==> config.mk <==
export PLATFORM = sky130hd
export DESIGN_NAME = frequency_protection_element
export DESIGN_NICKNAME = d
export VERILOG_FILES = /design/src/core/freq_prot_pkg.sv /design/src/core/frequency_protection_element.sv
export SDC_FILE = /design/constraint.sdc
export NUM_CORES = 1
export LEC_CHECK = 0
export ABC_CLOCK_PERIOD_IN_PS = 13650
export BUFFER_PORTS_ARGS = -buffer_cell sky130_fd_sc_hd__buf_2
export CAP_MARGIN = 10
export CORE_MARGIN = 2
export CORE_UTILIZATION = 60
export CTS_CLUSTER_SIZE = 24
export DETAILED_ROUTE_END_ITERATION = 16
export HOLD_SLACK_MARGIN = 0.06
export PLACE_DENSITY = 0.82
export SETUP_SLACK_MARGIN = 0.02
export SLEW_MARGIN = 40
export SYNTH_ARGS = -nofsm -noshare
export SYNTH_HDL_FRONTEND = slang
export SYNTH_SLANG_ARGS = --single-unit
==> constraint.sdc <==
create_clock -name clk -period 13.65 [get_ports clk]
set_input_delay 2.73 -clock clk [delete_from_list [all_inputs] [get_ports clk]]
set_output_delay 2.73 -clock clk [all_outputs]
set_load 0.005 [all_outputs]
==> src/core/freq_prot_pkg.sv <==
// Constants, register map and field layout of the frequency protection element.
// Assumes a 250 MHz clock and an Avalon-MM master that keeps its request standing.
// Notes on behaviour
// - All three line voltages below the undervoltage threshold inhibit every element mode.
// - The configured mode selects which comparisons form pickup and trip.
// - External blocking suppresses alarm and trip in every mode.
// - Gradient mode: gradient past threshold raises alarm and starts the trip delay.
// - Gradient mode: trip at delay expiry only if the gradient still passes.
// - Direction setting selects rising, falling or both gradient directions.
// - Combined modes hold frequency threshold, gradient threshold and trip delay.
// - Combined mode: frequency and gradient both passing raise alarm, start delay.
// - Combined mode: trip at expiry only if both conditions still hold.
// - Interval mode holds frequency threshold, change threshold and supervision interval.
// - Interval mode: frequency past threshold raises alarm and starts the interval.
// - Interval mode: trip when change reaches threshold inside the interval.
// - Interval expired without change: no trip, inhibited until a fresh crossing.
// - Vector surge is blocked at low voltage, faster than the surge path.
// - Loss of a measuring phase inhibits vector surge tripping.
// - Vector surge signals mains failure well within its detection time.
// - After voltage recovery, blocking holds 0.5 s and gradient reads zero 1 s.
package freq_prot_pkg;

  localparam int DATA_W = 16;
  localparam int CLK_PERIOD_NS = 4;
  localparam int TICK_NS = 1000000;
  localparam int TICK_CYCLES = TICK_NS / CLK_PERIOD_NS;
  localparam int UV_HOLD_MS = 500;
  localparam int GRAD_ZERO_MS = 1000;
  localparam int VS_DETECT_MS = 60;

  localparam logic [5:0] OFS_CTRL = 6'h00;
  localparam logic [5:0] OFS_FREQ_THR = 6'h04;
  localparam logic [5:0] OFS_GRAD_THR = 6'h08;
  localparam logic [5:0] OFS_CHANGE_THR = 6'h0C;
  localparam logic [5:0] OFS_TRIP_DELAY = 6'h10;
  localparam logic [5:0] OFS_INTERVAL = 6'h14;
  localparam logic [5:0] OFS_UV_THR = 6'h18;
  localparam logic [5:0] OFS_STATUS = 6'h1C;
  localparam logic [5:0] OFS_MASK = 6'h20;
  localparam logic [5:0] OFS_STATE = 6'h24;

  localparam int CTRL_EN_BIT = 0;
  localparam int CTRL_MODE_LSB = 1;
  localparam int CTRL_DIR_LSB = 4;
  localparam logic [5:0] CTRL_RESET = 6'h00;
  localparam logic [15:0] THR_RESET = 16'h0000;

  localparam logic [2:0] MODE_GRAD = 3'h0;
  localparam logic [2:0] MODE_UNDER_GRAD = 3'h1;
  localparam logic [2:0] MODE_OVER_GRAD = 3'h2;
  localparam logic [2:0] MODE_UNDER_CHG = 3'h3;
  localparam logic [2:0] MODE_OVER_CHG = 3'h4;
  localparam logic [2:0] MODE_SURGE = 3'h5;

  localparam logic [1:0] DIR_POS = 2'h0;
  localparam logic [1:0] DIR_NEG = 2'h1;
  localparam logic [1:0] DIR_ABS = 2'h2;

  localparam int ST_ALARM = 0;
  localparam int ST_TRIP = 1;
  localparam int ST_SURGE = 2;
  localparam int ST_UV = 3;
  localparam int ST_W = 4;

  typedef enum logic [1:0] {IDLE, TIMING, TRIPPED, EXPIRED} state_e;

endpackage

==> src/core/frequency_protection_element.sv <==
// Frequency protection element with Avalon-MM register access and interrupt.
// Assumes per-phase frequency, gradient and voltage values synchronous to clk.
`timescale 1ns/1ps
module frequency_protection_element #(
  parameter int TICK_CYCLES = freq_prot_pkg::TICK_CYCLES
) (
  // Clock and reset.
  input wire logic clk,
  input wire logic nrst,
  // Avalon-MM slave.
  input wire logic [5:0] address,
  input wire logic read,
  input wire logic write,
  input wire logic [31:0] writedata,
  input wire logic [3:0] byteenable,
  output logic [31:0] readdata,
  output logic waitrequest,
  // Measurement front end.
  input wire logic [15:0] voltagePhaseAb,
  input wire logic [15:0] voltagePhaseBc,
  input wire logic [15:0] voltagePhaseCa,
  input wire logic [15:0] freqAb,
  input wire logic [15:0] freqBc,
  input wire logic [15:0] freqCa,
  input wire logic signed [15:0] freqGradientAb,
  input wire logic signed [15:0] freqGradientBc,
  input wire logic signed [15:0] freqGradientCa,
  input wire logic surgeDetect,
  input wire logic phaseLoss,
  // Protection commands.
  input wire logic extBlock,
  output logic alarm,
  output logic trip,
  output logic mainsFailTrip,
  output logic irq
);

  // ----------------------------------------------------------------
  // Helper functions
  // ----------------------------------------------------------------

  // Merges write data into a register under the byte enables.
  function automatic logic [31:0] mergeBe(input logic [31:0] old, input logic [31:0] wd,
                                          input logic [3:0] be);
    logic [31:0] r;
    r = old;
    for (int b = 0; b < 4; b++) begin
      if (be[b]) begin
        r[8*b +: 8] = wd[8*b +: 8];
      end
    end
    return r;
  endfunction

  // Frequency comparison, over or under the pickup threshold.
  function automatic logic freqPass(input logic [15:0] f, input logic [15:0] thr,
                                    input logic over);
    return over ? (f > thr) : (f < thr);
  endfunction

  // Gradient comparison in the selected direction.
  function automatic logic gradPass(input logic signed [15:0] g, input logic [15:0] thr,
                                    input logic [1:0] dir);
    logic signed [16:0] gs;
    logic signed [16:0] ts;
    gs = {g[15], g};
    ts = {1'b0, thr};
    unique case (dir)
      freq_prot_pkg::DIR_POS: return gs >= ts;
      freq_prot_pkg::DIR_NEG: return -gs >= ts;
      freq_prot_pkg::DIR_ABS: return (gs >= ts) || (-gs >= ts);
      default: return 1'b0;
    endcase
  endfunction

  // Change since the reference in the pickup direction reaches the threshold.
  function automatic logic changePass(input logic [15:0] f, input logic [15:0] base,
                                      input logic [15:0] thr, input logic over);
    logic signed [16:0] d;
    d = over ? ($signed({1'b0, f}) - $signed({1'b0, base}))
             : ($signed({1'b0, base}) - $signed({1'b0, f}));
    return d >= $signed({1'b0, thr});
  endfunction

  // ----------------------------------------------------------------
  // Registers
  // ----------------------------------------------------------------

  logic [5:0] ctrl;
  logic [15:0] freqThr;
  logic [15:0] gradThr;
  logic [15:0] changeThr;
  logic [15:0] tripDelay;
  logic [15:0] supervisionInterval;
  logic [15:0] uvThr;
  logic [3:0] status;
  logic [3:0] mask;
  freq_prot_pkg::state_e state;
  freq_prot_pkg::state_e next_state;
  logic [15:0] timer;
  logic [15:0] ref0;
  logic [15:0] ref1;
  logic [15:0] ref2;
  logic [31:0] tickCnt;
  logic tick;
  logic [10:0] uvHoldCnt;
  logic [10:0] gradZeroCnt;
  logic alarmPrev;
  logic tripPrev;
  logic surgePrev;
  logic uvPrev;

  // ----------------------------------------------------------------
  // Bus decode
  // ----------------------------------------------------------------

  wire busReq = read || write;
  wire busDone = busReq && !waitrequest;
  wire wrEn = write && busDone;
  wire [31:0] wrCtrl = mergeBe({26'h000_0000, ctrl}, writedata, byteenable);
  wire [31:0] wrFreq = mergeBe({16'h0000, freqThr}, writedata, byteenable);
  wire [31:0] wrGrad = mergeBe({16'h0000, gradThr}, writedata, byteenable);
  wire [31:0] wrChg = mergeBe({16'h0000, changeThr}, writedata, byteenable);
  wire [31:0] wrDelay = mergeBe({16'h0000, tripDelay}, writedata, byteenable);
  wire [31:0] wrIntv = mergeBe({16'h0000, supervisionInterval}, writedata, byteenable);
  wire [31:0] wrUv = mergeBe({16'h0000, uvThr}, writedata, byteenable);
  wire [31:0] wrMask = mergeBe({28'h000_0000, mask}, writedata, byteenable);
  wire [3:0] clrStatus = (wrEn && address == freq_prot_pkg::OFS_STATUS && byteenable[0])
                         ? writedata[3:0] : 4'h0;
  wire [3:0] stateBits = {uvPrev, surgePrev, tripPrev, alarmPrev};
  wire [31:0] rdMux =
    (address == freq_prot_pkg::OFS_CTRL) ? {26'h000_0000, ctrl} :
    (address == freq_prot_pkg::OFS_FREQ_THR) ? {16'h0000, freqThr} :
    (address == freq_prot_pkg::OFS_GRAD_THR) ? {16'h0000, gradThr} :
    (address == freq_prot_pkg::OFS_CHANGE_THR) ? {16'h0000, changeThr} :
    (address == freq_prot_pkg::OFS_TRIP_DELAY) ? {16'h0000, tripDelay} :
    (address == freq_prot_pkg::OFS_INTERVAL) ? {16'h0000, supervisionInterval} :
    (address == freq_prot_pkg::OFS_UV_THR) ? {16'h0000, uvThr} :
    (address == freq_prot_pkg::OFS_STATUS) ? {28'h000_0000, status} :
    (address == freq_prot_pkg::OFS_MASK) ? {28'h000_0000, mask} :
    (address == freq_prot_pkg::OFS_STATE) ? {26'h000_0000, state, stateBits} :
    32'h0000_0000;

  // ----------------------------------------------------------------
  // Configuration fields
  // ----------------------------------------------------------------

  wire enable = ctrl[freq_prot_pkg::CTRL_EN_BIT];
  wire [2:0] mode = ctrl[freq_prot_pkg::CTRL_MODE_LSB +: 3];
  wire [1:0] dir = ctrl[freq_prot_pkg::CTRL_DIR_LSB +: 2];
  wire isOver = (mode == freq_prot_pkg::MODE_OVER_GRAD) ||
                (mode == freq_prot_pkg::MODE_OVER_CHG);
  wire isComb = (mode == freq_prot_pkg::MODE_UNDER_GRAD) ||
                (mode == freq_prot_pkg::MODE_OVER_GRAD);
  wire isChg = (mode == freq_prot_pkg::MODE_UNDER_CHG) ||
               (mode == freq_prot_pkg::MODE_OVER_CHG);
  wire isGrad = (mode == freq_prot_pkg::MODE_GRAD);

  // ----------------------------------------------------------------
  // Undervoltage lockout
  // ----------------------------------------------------------------

  wire allLow = (voltagePhaseAb < uvThr) && (voltagePhaseBc < uvThr) &&
                (voltagePhaseCa < uvThr);
  wire uvBlock = allLow || (uvHoldCnt != 11'h000);
  wire gradZero = allLow || (gradZeroCnt != 11'h000);
  wire blocked = extBlock || uvBlock || !enable;

  // ----------------------------------------------------------------
  // Per-phase comparisons
  // ----------------------------------------------------------------

  wire signed [15:0] gAb = gradZero ? 16'sh0000 : freqGradientAb;
  wire signed [15:0] gBc = gradZero ? 16'sh0000 : freqGradientBc;
  wire signed [15:0] gCa = gradZero ? 16'sh0000 : freqGradientCa;
  wire [2:0] fOk = {freqPass(freqCa, freqThr, isOver), freqPass(freqBc, freqThr, isOver),
                    freqPass(freqAb, freqThr, isOver)};
  wire [2:0] gOk = {gradPass(gCa, gradThr, dir), gradPass(gBc, gradThr, dir),
                    gradPass(gAb, gradThr, dir)};
  wire [2:0] cOk = {changePass(freqCa, ref2, changeThr, isOver),
                    changePass(freqBc, ref1, changeThr, isOver),
                    changePass(freqAb, ref0, changeThr, isOver)};
  wire gradPick = |gOk;
  wire combPick = |(fOk & gOk);
  wire freqPick = |fOk;
  wire changeHit = |(fOk & cOk);
  wire pick = isGrad ? gradPick : isComb ? combPick : isChg ? freqPick : 1'b0;
  wire timerDone = (timer == 16'h0000);
  wire [15:0] timerLoad = isChg ? supervisionInterval : tripDelay;

  // ----------------------------------------------------------------
  // Element state machine
  // ----------------------------------------------------------------

  always_comb begin
    next_state = state;
    unique case (state)
      freq_prot_pkg::IDLE: begin
        if (!blocked && pick) begin
          next_state = freq_prot_pkg::TIMING;
        end
      end
      freq_prot_pkg::TIMING: begin
        if (blocked || !pick) begin
          next_state = freq_prot_pkg::IDLE;
        end else if (isChg && changeHit) begin
          next_state = freq_prot_pkg::TRIPPED;
        end else if (isChg && timerDone) begin
          next_state = freq_prot_pkg::EXPIRED;
        end else if (!isChg && timerDone) begin
          next_state = freq_prot_pkg::TRIPPED;
        end
      end
      freq_prot_pkg::TRIPPED: begin
        if (blocked || !pick) begin
          next_state = freq_prot_pkg::IDLE;
        end
      end
      freq_prot_pkg::EXPIRED: begin
        if (blocked || !freqPick || !isChg) begin
          next_state = freq_prot_pkg::IDLE;
        end
      end
    endcase
  end

  wire next_alarm = (next_state == freq_prot_pkg::TIMING) ||
                    (next_state == freq_prot_pkg::TRIPPED);
  wire next_trip = (next_state == freq_prot_pkg::TRIPPED);
  wire next_surge = (mode == freq_prot_pkg::MODE_SURGE) && enable && surgeDetect &&
                    !uvBlock && !phaseLoss && !extBlock;
  wire [3:0] events = {uvBlock && !uvPrev, next_surge && !surgePrev,
                       next_trip && !tripPrev, next_alarm && !alarmPrev};

  // ----------------------------------------------------------------
  // Sequential logic
  // ----------------------------------------------------------------

  always_ff @(posedge clk) begin
    if (!nrst) begin
      tickCnt <= 32'h0000_0000;
      tick <= 1'b0;
    end else begin
      tick <= (tickCnt == 32'(TICK_CYCLES - 1));
      tickCnt <= (tickCnt == 32'(TICK_CYCLES - 1)) ? 32'h0000_0000 : tickCnt + 32'h0000_0001;
    end
  end

  always_ff @(posedge clk) begin
    if (!nrst) begin
      uvHoldCnt <= 11'h000;
      gradZeroCnt <= 11'h000;
    end else if (allLow) begin
      uvHoldCnt <= 11'(freq_prot_pkg::UV_HOLD_MS + 1);
      gradZeroCnt <= 11'(freq_prot_pkg::GRAD_ZERO_MS);
    end else if (tick) begin
      uvHoldCnt <= (uvHoldCnt != 11'h000) ? uvHoldCnt - 11'h001 : 11'h000;
      gradZeroCnt <= (gradZeroCnt != 11'h000) ? gradZeroCnt - 11'h001 : 11'h000;
    end
  end

  always_ff @(posedge clk) begin
    if (!nrst) begin
      state <= freq_prot_pkg::IDLE;
      timer <= 16'h0000;
    end else begin
      state <= next_state;
      if (state != freq_prot_pkg::TIMING) begin
        timer <= timerLoad;
      end else if (tick && !timerDone) begin
        timer <= timer - 16'h0001;
      end
    end
  end

  always_ff @(posedge clk) begin
    if (!nrst) begin
      ref0 <= 16'h0000;
      ref1 <= 16'h0000;
      ref2 <= 16'h0000;
    end else if (state == freq_prot_pkg::IDLE) begin
      ref0 <= freqAb;
      ref1 <= freqBc;
      ref2 <= freqCa;
    end
  end

  always_ff @(posedge clk) begin
    if (!nrst) begin
      alarm <= 1'b0;
      trip <= 1'b0;
      mainsFailTrip <= 1'b0;
      alarmPrev <= 1'b0;
      tripPrev <= 1'b0;
      surgePrev <= 1'b0;
      uvPrev <= 1'b0;
    end else begin
      alarm <= next_alarm;
      trip <= next_trip;
      mainsFailTrip <= next_surge;
      alarmPrev <= next_alarm;
      tripPrev <= next_trip;
      surgePrev <= next_surge;
      uvPrev <= uvBlock;
    end
  end

  always_ff @(posedge clk) begin
    if (!nrst) begin
      status <= 4'h0;
      irq <= 1'b0;
    end else begin
      status <= (status & ~clrStatus) | events;
      irq <= |(((status & ~clrStatus) | events) & mask);
    end
  end

  always_ff @(posedge clk) begin
    if (!nrst) begin
      waitrequest <= 1'b1;
      readdata <= 32'h0000_0000;
    end else begin
      waitrequest <= !(busReq && waitrequest);
      if (busReq && waitrequest) begin
        readdata <= read ? rdMux : 32'h0000_0000;
      end
    end
  end

  always_ff @(posedge clk) begin
    if (!nrst) begin
      ctrl <= freq_prot_pkg::CTRL_RESET;
      freqThr <= freq_prot_pkg::THR_RESET;
      gradThr <= freq_prot_pkg::THR_RESET;
      changeThr <= freq_prot_pkg::THR_RESET;
      tripDelay <= freq_prot_pkg::THR_RESET;
      supervisionInterval <= freq_prot_pkg::THR_RESET;
      uvThr <= freq_prot_pkg::THR_RESET;
      mask <= 4'h0;
    end else if (wrEn) begin
      unique case (address)
        freq_prot_pkg::OFS_CTRL: ctrl <= wrCtrl[5:0];
        freq_prot_pkg::OFS_FREQ_THR: freqThr <= wrFreq[15:0];
        freq_prot_pkg::OFS_GRAD_THR: gradThr <= wrGrad[15:0];
        freq_prot_pkg::OFS_CHANGE_THR: changeThr <= wrChg[15:0];
        freq_prot_pkg::OFS_TRIP_DELAY: tripDelay <= wrDelay[15:0];
        freq_prot_pkg::OFS_INTERVAL: supervisionInterval <= wrIntv[15:0];
        freq_prot_pkg::OFS_UV_THR: uvThr <= wrUv[15:0];
        freq_prot_pkg::OFS_MASK: mask <= wrMask[3:0];
        default: begin
        end
      endcase
    end
  end

endmodule

==> results.toml <==
[synth]
synth_cell_type_count = 87
synth-seq-cells = 253
async_flop_share = 0
yosysWarnings = 0
netlist.area_leader.share = 0.225
ys_top_cells_by_area = "dfxtp_1 23%, ha_1 19%, mux2i_1 7.3%"
synth_largest_area_cell = "dfxtp_1"
synth-edff-count = 0
synth.cell_area_sq_um = 22500
synthFlopType = "dfxtp_1"
avgSynthCellArea_sq_um = 7.81
ys_seq_area_frac = 0.225
netlist_instances = 2877

[power]
power.density_nw_per_um2 = 84.0
irDropWorstVdd_uv = 83.0
leakage_nw = 11.0
total_power_mw = 2.07

[critical_path]
cpPeakStageDelay_ns = 0.54
ff2ff_setup_slack_ns = 5.67
crit_path_start_kind = "input pin"
end_kind = "flop"
cp_max_fo = 68
arrival_ns = 10.17
slowest_stage = "or4_1"
crit_type = "in2reg"
cp_data_required_time_ns = 14.10
cpMostUsedCell = "ha_1"

[cts]
cts_root_buf = "clkbuf_16"
clock_latency_ns = 0.59
postCtsSetupBuffers = 0
post_cts_resize_count = 0
clockBufferDepth = 3
cts-hold-fix-buffers = 0
tritoncts = "yes"
clk_pin_slew_ns = 0.06
cts_buffers = 28
h-tree-depth = 1
numClockSinks = 253

[layout]
synthToLayoutAreaGrowth_pct = 9.55
nets = 3530
final_area_sq_um = 24600
drive_above_1_share = 0.103
final_cells = 3482

[timing]
post-route-period-util = 0.712
post-route-min-period_ns = 9.72
relSlewSlack = 0.429
finalSetupViolations = 0
finalSetupTns_ns = 0
tightest_slew_ns = 0.856
fin_ws_ns = 3.93
maxSlewViolCount = 0
max_freq_mhz = 103
hold_violations = 0
rsz0062_at_grt = "false"
fin_skew_ns = 0.0187

[place]
place_inst = 3428
placed_area_sq_um = 23700
port_buffers = 195
gp_congestion = 1.01
dp_slack_ns = 3.44
place_hpwl_um = 51100

[detailed_routing]
post_drt_wl_per_cell_um = 19.7
vias = 22026
first_pass_iters = 6
routed_via_density = 6.33
routed_wl_um = 68400
drc = 0
ant_nets = 0
drt-initial-drc-count = 1962

[grt]
grtUsageTotal = 0.342
grt_pass1_vias = 21305
grt_max_degree = 103
grt_pass1_wl_um = 107000
overflow = 0
antenna_found_initial = 4

[run]
drv_cap = 0

[hold_path]
min_path_type = "reg2reg"

[floorplanning]
core-area_sq_um = 36800
initial_core_util = 0.611
std_cell_rows = 70
die_y_um = 198
die_area_sq_um = 39000
die_w_um = 198
ioPinCount = 230

[status]
status = "finished, final reports clean"
## critical path, delay by kind of cell
family,cells,cell delay [ns]
fa+ha+maj,4,1.32
buf+inv,4,0.71
compound gates,16,3.38
simple gates,7,1.96
## per-layer routing
layer	share of wire	vias up	GRT usage
met3	0.091	266	0.0581
met2	0.45	1059	0.572
met1	0.40	10260	0.415
met5	0	-	0
met4	0.058	0	0.196
li1	-	10441	-
## registers in the layout, indices dropped and copies added (netlist names), 2 cells and up
name / flops
ctrl: 6
supervisionInterval: 16
ref0: 16
freqThr: 16
uvHoldCnt: 11
timer: 16
tripDelay: 16
changeThr: 16
gradThr: 16
uvThr: 16
status: 4
mask: 4
ref2: 16
tickCnt: 32
gradZeroCnt: 11
ref1: 16
state: 2
readdata: 16
## cells in the mapped netlist, types with 25 or more instances
cell type,n
nor2_1,331
inv_1,212
clkbuf_1,101
mux2i_1,163
a31oi_1,27
o21a_1,26
nor3_1,63
and3_1,68
nand4_1,28
xnor2_1,56
a22oi_1,29
a21oi_1,210
dfxtp_1,253
nand2_1,273
o211ai_1,25
o21ai_0,104
a21o_1,45
a211oi_1,35
ha_1,341
xor2_1,62
nand3_1,79
## cell usage in the layout (no fill, tap or decap), drive strengths merged, types with 8 or more instances in the layout
master,count
buf,209
o22ai,16
a31oi,28
mux2i,163
nor4,22
o21ai,109
a2111oi,9
clkinv,8
clkbuf,38
a21oi,210
ha,341
dfxtp,253
nand3,79
inv,213
nand2,274
nand4,28
and3,68
or3,23
xnor2,57
nor3,68
nor2,331
xor2,63
a21o,45
o21bai,9
a22oi,29
a221oi,10
mux2,13
o211ai,25
and4,11
and2,12
conb,16
a211oi,35
nor2b,14
or4,8
nand2b,24
o21a,26
## through the flow
| stage | util | hold WS, ns |
|---|---|---|
| after CTS | 0.668 | 0.465 |
| after global placement | 0.642 | 0.430 |
| after detailed placement | 0.644 | 0.453 |
| after global routing | 0.669 | 0.491 |
| after floorplan | - | 0.418 |
| final | 0.669 | 0.458 |
## path summary, 6_finish.rpt
kind         depth (start not counted)    endpoint                from
max                                 31         irq  voltagePhaseAb[15]
min                                  1  tickCnt[0]          tickCnt[0]
max reg2reg                         31         irq           uvThr[15]
min reg2reg                          1  tickCnt[0]          tickCnt[0]
## kinds of logic after synthesis
| logic type | after synthesis | share of synthesized area |
|---|---|---|
| AND/OR/NAND/NOR | 987 | 0.205 |
| adder cells (fa/ha/maj) | 347 | 0.195 |
| multiplexers | 178 | 0.0811 |
| XOR/XNOR | 120 | 0.0479 |
| flip-flops | 253 | 0.225 |
| buffers and inverters | 354 | 0.0632 |
| other | 1 | 0.000167 |
| AO/OA/AOI/OAI | 637 | 0.182 |
## power by group
part | internal [mW] | switching, mW
Sequential | 0.749 | 0.00863
Clock | 0.433 | 0.327
Combinational | 0.226 | 0.324
## cell type report
class	instances	area, sq um
Multi-Input combinational cell	2285	16100
Fill cell	3060	12200
Clock inverter	12	140
Timing Repair Buffer	209	1110
Clock buffer	38	768
Antenna cell	4	10.0
Inverter	213	805
Tap cell	468	586
Sequential cell	253	5060
Note: power is estimated with default switching activity, not from simulation.
